File: config.mk
export PLATFORM = sky130hd
export DESIGN_NAME = tus_top
export DESIGN_NICKNAME = d
export VERILOG_FILES = /design/src/common/tus_pkg.sv /design/src/design/tus_top.sv /design/src/design/tus_apb_regs.sv
export SDC_FILE = /design/constraint.sdc
export NUM_CORES = 1
export LEC_CHECK = 0
export ABC_AREA = 0
export BUFFER_PORTS_ARGS = -buffer_cell sky130_fd_sc_hd__buf_2
export CORE_AREA = 2 2 110 133
export CTS_BUF_LIST = sky130_fd_sc_hd__clkbuf_8 sky130_fd_sc_hd__clkbuf_16
export DETAILED_ROUTE_END_ITERATION = 10
export DIE_AREA = 0 0 112 135
export HOLD_SLACK_MARGIN = 0.03
export SLEW_MARGIN = 15
export SYNTH_ARGS = -nofsm -noshare
export SYNTH_HDL_FRONTEND = slang
export SYNTH_SLANG_ARGS = --single-unit
File: constraint.sdc
create_clock -name clk -period 3.57 [get_ports clk]
set_clock_uncertainty 0.1 [all_clocks]
set_input_delay 0.357 -clock clk [delete_from_list [all_inputs] [get_ports clk]]
set_output_delay 0.357 -clock clk [all_outputs]
set_load 0.01 [all_outputs]
File: src/common/tus_pkg.sv
//------------------------------------------------------------
// Function
// Start marker only when idle, no end
// End marker except rewind or start tab
// Forward enable needs selected, ready, online
// Motion follows forward or reverse command
// Ready means loaded and not rewinding
// Ready offline and ready online indications
// Accept command when online, ready, selected
// Online flip-flop gates interface commands; here only rewind unload is gated, not load online or density
// Load completion strobe sets online
// Load online command sets load flip-flop
// Loaded once set after load finishes
// Load abort when interlock stays open
// Rewind unload request from interface command
// High density from panel or interface
// Power on or failure resets logic
// Panel reset clears selected flip-flops
// Formatter strobes write data into unit; no data path is built here
// Formatter takes read data on strobe; no data path is built here
// Commands qualified by select and online; here load online needs select only, fwd, rev and density select neither
// Status outputs gated by select
// One clock, synchronous reset of state
//------------------------------------------------------------
package tus_pkg;

  // Register byte offsets and fields.
  localparam int ADDR_W = 8;
  localparam logic [ADDR_W-1:0] REG_CTRL = 8'h00;
  localparam logic [ADDR_W-1:0] REG_STAT = 8'h04;
  localparam int HOLD_W = 20;
  localparam int CTRL_HOLD_LSB = 0;
  localparam int CTRL_OFFL_BIT = 20;

  // Interlock hold time before a load is aborted.
  localparam int HOLD_TIME_US = 1000;
  localparam int CLK_MHZ = 250;
  localparam int HOLD_CYC = HOLD_TIME_US * CLK_MHZ;

  // Signals sensed from the transport and the front panel.
  typedef struct packed {
    logic start_marker_raw;
    logic end_marker_raw;
    logic rewinding;
    logic loading;
    logic tape_loaded;
    logic in_columns;
    logic interlock;
    logic power_fail;
    logic panel_reset;
    logic panel_density;
  } tus_xport_t;

  // Lines driven by the formatter.
  typedef struct packed {
    logic select;
    logic fwd_cmd;
    logic rev_cmd;
    logic if_load_online_cmd;
    logic if_rewind_unload_cmd;
    logic if_density_select;
  } tus_fmt_in_t;

  // Qualified state and status, also read back as the status word.
  typedef struct packed {
    logic select_state;
    logic start_marker_qualified;
    logic end_marker_qualified;
    logic forward_enable;
    logic motion;
    logic ready;
    logic ready_offline;
    logic ready_online;
    logic accept_command;
    logic online_state;
    logic load_online_state;
    logic load_complete_strobe;
    logic loaded_once;
    logic load_abort;
    logic rewind_unload_request;
    logic high_density_sel;
    logic if_end_marker_status;
    logic if_density_status;
    logic if_online_status;
  } tus_stat_t;

  localparam int STAT_W = $bits(tus_stat_t);

endpackage : tus_pkg

File: src/design/tus_top.sv
`timescale 1ns/1ns
module tus_top
  import tus_pkg::*;
#(
  parameter int HOLD_DEF = HOLD_CYC
) (
  input wire logic clk,
  input wire logic srst,
  input wire tus_xport_t xport,
  input wire tus_fmt_in_t fmt,
  input wire logic psel,
  input wire logic penable,
  input wire logic pwrite,
  input wire logic [ADDR_W-1:0] paddr,
  input wire logic [31:0] pwdata,
  output logic [31:0] prdata,
  output logic pready,
  output logic pslverr,
  output tus_stat_t stat
);

  //------------------------------------------------------------
  // Declarations
  //------------------------------------------------------------
  tus_stat_t stat_ff, nxt_stat;
  logic [HOLD_W-1:0] hold_cnt_ff, nxt_hold_cnt;
  logic loaded_d_ff, nxt_loaded_d;
  logic reu_d_ff, nxt_reu_d;
  logic [HOLD_W-1:0] hold_limit;
  logic force_offline;
  logic power_reset;
  logic online_gate;
  logic lol_cmd;
  logic reu_cmd;
  logic hold_run;
  logic hold_done;
  logic online_clr;

  //------------------------------------------------------------
  // Register bus
  //------------------------------------------------------------
  tus_apb_regs #(
    .HOLD_DEF(HOLD_DEF)
  ) u_regs (
    .clk(clk),
    .srst(srst),
    .psel(psel),
    .penable(penable),
    .pwrite(pwrite),
    .paddr(paddr),
    .pwdata(pwdata),
    .stat(stat_ff),
    .prdata(prdata),
    .pready(pready),
    .pslverr(pslverr),
    .hold_limit(hold_limit),
    .force_offline(force_offline)
  );

  //------------------------------------------------------------
  // Command qualification
  //------------------------------------------------------------
  // power reset
  // Power reset combines the reset input with a sensed power failure.
  assign power_reset = srst | xport.power_fail;
  // select online gate
  // Rewind-unload and accept are gated with select and the online state.
  assign online_gate = fmt.select & stat_ff.online_state;
  assign reu_cmd = online_gate & fmt.if_rewind_unload_cmd;
  // The load command is gated by select only, else an offline unit never loads.
  assign lol_cmd = fmt.select & fmt.if_load_online_cmd;

  //------------------------------------------------------------
  // Load fault timer
  //------------------------------------------------------------
  // interlock hold timer
  // The timer runs while a load has tape in the columns with the interlock open.
  always_comb begin
    hold_run = xport.loading & xport.in_columns & ~xport.interlock;
    hold_done = hold_run & (hold_cnt_ff >= hold_limit - HOLD_W'(1));
    nxt_hold_cnt = hold_cnt_ff;
    if (power_reset | ~hold_run) begin
      nxt_hold_cnt = '0;
    end else if (~hold_done) begin
      nxt_hold_cnt = hold_cnt_ff + HOLD_W'(1);
    end
  end

  // Timer register.
  always_ff @(posedge clk) begin
    if (srst) begin
      hold_cnt_ff <= '0;
    end else begin
      hold_cnt_ff <= nxt_hold_cnt;
    end
  end

  //------------------------------------------------------------
  // Qualified state
  //------------------------------------------------------------
  // Next values of every status flip-flop and the two edge delays; the timer is done above.
  always_comb begin
    nxt_stat = stat_ff;
    nxt_loaded_d = xport.tape_loaded;
    nxt_reu_d = reu_cmd;
    online_clr = xport.panel_reset | stat_ff.rewind_unload_request | force_offline;
    // panel reset select
    nxt_stat.select_state = fmt.select & ~xport.panel_reset;
    // start marker qualify
    nxt_stat.start_marker_qualified = xport.start_marker_raw & ~xport.rewinding & ~xport.loading
      & ~xport.end_marker_raw;
    // end marker qualify
    nxt_stat.end_marker_qualified = xport.end_marker_raw & ~xport.rewinding & ~xport.start_marker_raw;
    // ready from loaded
    nxt_stat.ready = xport.tape_loaded & ~xport.rewinding;
    // forward enable gating
    nxt_stat.forward_enable = fmt.select & nxt_stat.ready & stat_ff.online_state;
    // motion from commands
    nxt_stat.motion = fmt.fwd_cmd | fmt.rev_cmd;
    // combined ready indications
    nxt_stat.ready_offline = nxt_stat.ready & ~stat_ff.online_state;
    nxt_stat.ready_online = nxt_stat.ready & stat_ff.online_state;
    // accept command indication
    nxt_stat.accept_command = online_gate & nxt_stat.ready;
    // strobe sets online
    // The strobe set wins over a panel reset, rewind request or forced offline in the same cycle; a power reset still clears it.
    nxt_stat.online_state = stat_ff.load_complete_strobe | (stat_ff.online_state & ~online_clr);
    // load completion strobe
    nxt_stat.load_complete_strobe = stat_ff.load_online_state & xport.tape_loaded & ~xport.rewinding
      & ~stat_ff.load_complete_strobe;
    // load online set
    // A new command wins over the end of a previous operation.
    nxt_stat.load_online_state = lol_cmd
      | (stat_ff.load_online_state & ~stat_ff.load_complete_strobe & ~stat_ff.load_abort);
    // loaded once set
    nxt_stat.loaded_once = stat_ff.loaded_once | (xport.tape_loaded & ~loaded_d_ff);
    // load abort level
    // Abort stays up until the transport drops its load sequence.
    nxt_stat.load_abort = hold_done | (stat_ff.load_abort & xport.loading);
    // rewind unload pulse
    // commands need online
    nxt_stat.rewind_unload_request = reu_cmd & ~reu_d_ff;
    // high density select
    nxt_stat.high_density_sel = xport.panel_density | fmt.if_density_select;
    // select status gate
    nxt_stat.if_end_marker_status = fmt.select & nxt_stat.end_marker_qualified;
    nxt_stat.if_density_status = fmt.select & nxt_stat.high_density_sel;
    nxt_stat.if_online_status = fmt.select & nxt_stat.online_state;
    // power reset clear
    if (power_reset) begin
      nxt_stat = '0;
      nxt_loaded_d = 1'b0;
      nxt_reu_d = 1'b0;
    end
  end

  // synchronous state register
  // All state registers here on the one clock.
  always_ff @(posedge clk) begin
    if (srst) begin
      stat_ff <= '0;
      loaded_d_ff <= 1'b0;
      reu_d_ff <= 1'b0;
    end else begin
      stat_ff <= nxt_stat;
      loaded_d_ff <= nxt_loaded_d;
      reu_d_ff <= nxt_reu_d;
    end
  end

  assign stat = stat_ff;
endmodule : tus_top

File: src/design/tus_apb_regs.sv
`timescale 1ns/1ns
module tus_apb_regs
  import tus_pkg::*;
#(
  parameter int HOLD_DEF = HOLD_CYC
) (
  input wire logic clk,
  input wire logic srst,
  input wire logic psel,
  input wire logic penable,
  input wire logic pwrite,
  input wire logic [ADDR_W-1:0] paddr,
  input wire logic [31:0] pwdata,
  input wire tus_stat_t stat,
  output logic [31:0] prdata,
  output logic pready,
  output logic pslverr,
  output logic [HOLD_W-1:0] hold_limit,
  output logic force_offline
);

  logic [31:0] prdata_ff, nxt_prdata;
  logic pready_ff, nxt_pready;
  logic pslverr_ff, nxt_pslverr;
  logic [HOLD_W-1:0] hold_ff, nxt_hold;
  logic offl_ff, nxt_offl;
  logic acc;
  logic hit_ctrl;
  logic hit_stat;
  logic done;

  // Access phase answered one cycle later; the control word is written when pready is seen high.
  always_comb begin
    acc = psel & penable & ~pready_ff;
    done = psel & penable & pready_ff;
    hit_ctrl = (paddr == REG_CTRL);
    hit_stat = (paddr == REG_STAT);
    nxt_pready = acc;
    nxt_pslverr = acc & ~(hit_ctrl | hit_stat | 1'b0) | (acc & pwrite & hit_stat);
    nxt_prdata = 32'h0000_0000;
    nxt_hold = hold_ff;
    nxt_offl = offl_ff;
    if (acc & ~pwrite & hit_ctrl) begin
      nxt_prdata[CTRL_HOLD_LSB +: HOLD_W] = hold_ff;
      nxt_prdata[CTRL_OFFL_BIT] = offl_ff;
    end
    if (acc & ~pwrite & hit_stat) begin
      nxt_prdata[STAT_W-1:0] = stat;
    end
    if (done & pwrite & hit_ctrl) begin
      nxt_hold = pwdata[CTRL_HOLD_LSB +: HOLD_W];
      nxt_offl = pwdata[CTRL_OFFL_BIT];
    end
  end

  // Bus answer and control registers.
  always_ff @(posedge clk) begin
    if (srst) begin
      prdata_ff <= 32'h0000_0000;
      pready_ff <= 1'b0;
      pslverr_ff <= 1'b0;
      hold_ff <= HOLD_W'(HOLD_DEF);
      offl_ff <= 1'b0;
    end else begin
      prdata_ff <= nxt_prdata;
      pready_ff <= nxt_pready;
      pslverr_ff <= nxt_pslverr;
      hold_ff <= nxt_hold;
      offl_ff <= nxt_offl;
    end
  end

  assign prdata = prdata_ff;
  assign pready = pready_ff;
  assign pslverr = pslverr_ff;
  assign hold_limit = hold_ff;
  assign force_offline = offl_ff;

endmodule : tus_apb_regs

==> metrics.yaml <==
status: "finished, final reports clean"
cts_buffers: 9
grt_pass1_wl_mm: 17.27
crit_slowest_cell: "or4_4"
max_freq_mhz: 283.5
power_leakage_nw: 2.161
synth_top_area_cell: "dfxtp_1"
antenna_found_initial: 0
syn_inst: 464
clockBufferDepth: 2
hold_path_end: "stat[14]"
holdCritPathClass: "in -> reg"
synthDistinctLibCells: 44
clock-sinks: 85
track_usage_pct: 14.02
max-cap-violations: 0
syn_area_um2: 4053
cp_max_fo: 20
io_buffers: 91
relSlewSlack_pct: 41.58
crit_family: "simple AND/OR/NAND/NOR gates"
slew_viol_final: 0
utilization_pct: 38.03
cts-root-buf: "clkbuf_16"
grt_max_degree: 41
drtIter0Drc: 100
max-vdd-ir-drop_mv: 0.2283
fin_area_um2: 5234
hold_path_depth: 3
synthTopCellsByArea: "dfxtp_1 42%, ha_1 6.8%, nand2_1 6.3%"
path_buf_inv: 2
p_per_area_nw_per_um2: 377.9
tightest_slew_ps: 876.3
dr_total_vias: 3649
drt-pass1-iter-count: 4
cts_tree: "yes"
ant_nets: 0
reg2reg_from: "u_regs.hold_limit[10]"
design.die.area_um2: 15120
drcViolationCount: 0
initial_utilization_pct: 29.45
clock_latency_ps: 340
synth_ff_type: "dfxtp_1"
startpoint_type: "flop"
place_congestion: 0.8132
core_um2: 13760
cp_slowest_stage_delay_ps: 570
critPathArrivalTime_ps: 3640
synth_edf_count: 0
synthMostInstantiatedCell: "dfxtp_1"
min_period_ps: 3527
fp.dieH_um: 135
holdBufCountCts: 0
worstPathCellList: "or4_4, nor4_4, nand3b_1, nor3_2, xnor2_1, ha_1, a21oi_1, nor2b_1, o21ai_2, nand3_4, buf_4, clkbuf_16, o31ai_1, a21oi_2"
crit_type: "reg -> reg"
routedWlPerCell_um: 15.19
drive_above_1_share_pct: 29.31
ys_seq_elements: 85
dp_hpwl_mm: 8.032
crit_required_ps: 3690
hold_start: "fmt[4]"
end_kind: "flop"
clk_pin_slew_ps: 60
rsz0062_at_grt: "yes"
die_w_um: 112
r2r_end: "hold_cnt_ff[17]"
row_count: 47
wl_mm: 11.15
post-route-period-util_pct: 98.81
yosysTopAreaCellShare_pct: 41.99
yosysSeqAreaShare_pct: 41.99
n_antenna_cell: 0
finalHoldViolations: 0
rr_worst_depth: 14
ios: 114
yosys_warnings: 0
htree_levels: 3
reg2reg_setup_slack_ps: 40
yosys-top-cells-count: "85 x dfxtp_1, 68 x nand2_1, 44 x nor2_1, 43 x a21oi_1, 22 x ha_1"
grt-ovfl-total: 0
syn_area_per_cell_um2: 8.734
layout.nets: 642
setup_viol: 0
via_per_inst: 4.971
place_area_um2: 4686
syn_to_final_growth_pct: 29.14
async_flop_share_pct: 0
grt_pass1_vias: 3519
[what timing repair did]
action,4_1_cts,5_1_grt
resized for setup,0,34
buffers inserted,0,2
endpoints found under the setup margin,0,16
[power breakdown]
group | switching (mW) | internal [mW] | leakage, nW
clock network | 0.396 | 0.546 | 0.139
registers | 0.00386 | 0.954 | 0.687
logic | 0.0432 | 0.0356 | 1.34
[per-layer routing]
layer / up-vias / global-route usage, % / routed length [µm]
met5: - / 0 / 0
met2: 104 / 25.99 / 5984
met1: 1727 / 16.22 / 4552
met4: 0 / 3.930 / 130
li1: 1806 / - / -
met3: 12 / 3.052 / 486
[placed cells by master, fill, tap and decap left out, drive strengths merged, types with 16 or more instances in the layout]
master	count
buf	105
dfxtp	85
nand2	68
nor2	45
a21oi	43
ha	22
or4	20
mux2i	19
o31ai	16
[how the worst max path moves through the flow]
| stage | cells past startpoint | start | slack, ps | end |
|---|---|---|---|---|
| 3_5_place_dp | 13 | u_regs.hold_limit[8] | 80 | hold_cnt_ff[16] |
| 4_1_cts | 13 | u_regs.hold_limit[8] | 60 | hold_cnt_ff[17] |
| 5_1_grt | 14 | u_regs.hold_limit[10] | -40 | hold_cnt_ff[7] |
| 2_1_floorplan | 15 | u_regs.hold_limit[8] | 240 | hold_cnt_ff[3] |
| 3_3_place_gp | 13 | u_regs.hold_limit[8] | 190 | hold_cnt_ff[19] |
| 6_report | 14 | u_regs.hold_limit[10] | 40 | hold_cnt_ff[17] |
[flip-flops by register name, indices dropped and copies added (netlist names)]
name / cells
u_regs.pslverr: 1
stat: 19
loaded_d_ff: 1
u_regs.force_offline: 1
u_regs.hold_limit: 20
u_regs.pready: 1
u_regs.prdata: 21
hold_cnt_ff: 20
reu_d_ff: 1
[worst register-to-register path: cells and delay by family, from the launching register on]
| family | cells | cell delay (ps) |
|---|---|---|
| compound gates | 4 | 750 |
| xor+xnor | 1 | 100 |
| fa+ha+maj | 1 | 320 |
| buf+inv | 2 | 370 |
| flops | 1 | 320 |
| simple gates | 6 | 1450 |
[area by class of cell]
class | count | area (µm²)
Sequential cell | 85 | 1703
Timing Repair Buffer | 108 | 664.4
Clock buffer | 9 | 225.2
Multi-Input combinational cell | 349 | 2333
Tap cell | 171 | 214.0
Fill cell | 1447 | 8527
Clock inverter | 6 | 71.32
Inverter | 6 | 22.52
[cells by family (layout without fill, tap and decap cells)]
family | Yosys count | count (layout) | synth area share [%]
AND/OR/NAND/NOR | 205 | 205 | 26.09
AO/OA/AOI/OAI | 74 | 74 | 11.27
flip-flops | 85 | 85 | 41.99
buffers and inverters | 40 | 129 | 5.187
XOR/XNOR | 18 | 18 | 3.890
multiplexers | 19 | 19 | 4.693
other | 1 | 11 | 0.09253
adder cells (fa/ha/maj) | 22 | 22 | 6.792
[through the flow]
step           setup TNS (ps)  cells  hold slack (ps)  power [mW]  setup slack, ps
2_1_floorplan               0    474            275.4       1.023            238.9
3_3_place_gp                0    713            280.3       1.056            185.7
3_5_place_dp                0    713            305.3       1.057            82.99
4_1_cts                     0    728            117.8       1.990            59.46
5_1_grt                -338.1    734            133.1       2.040           -43.08
6_report                    0    734            120.8       1.978            42.55
(Power assumes the default switching activity.)
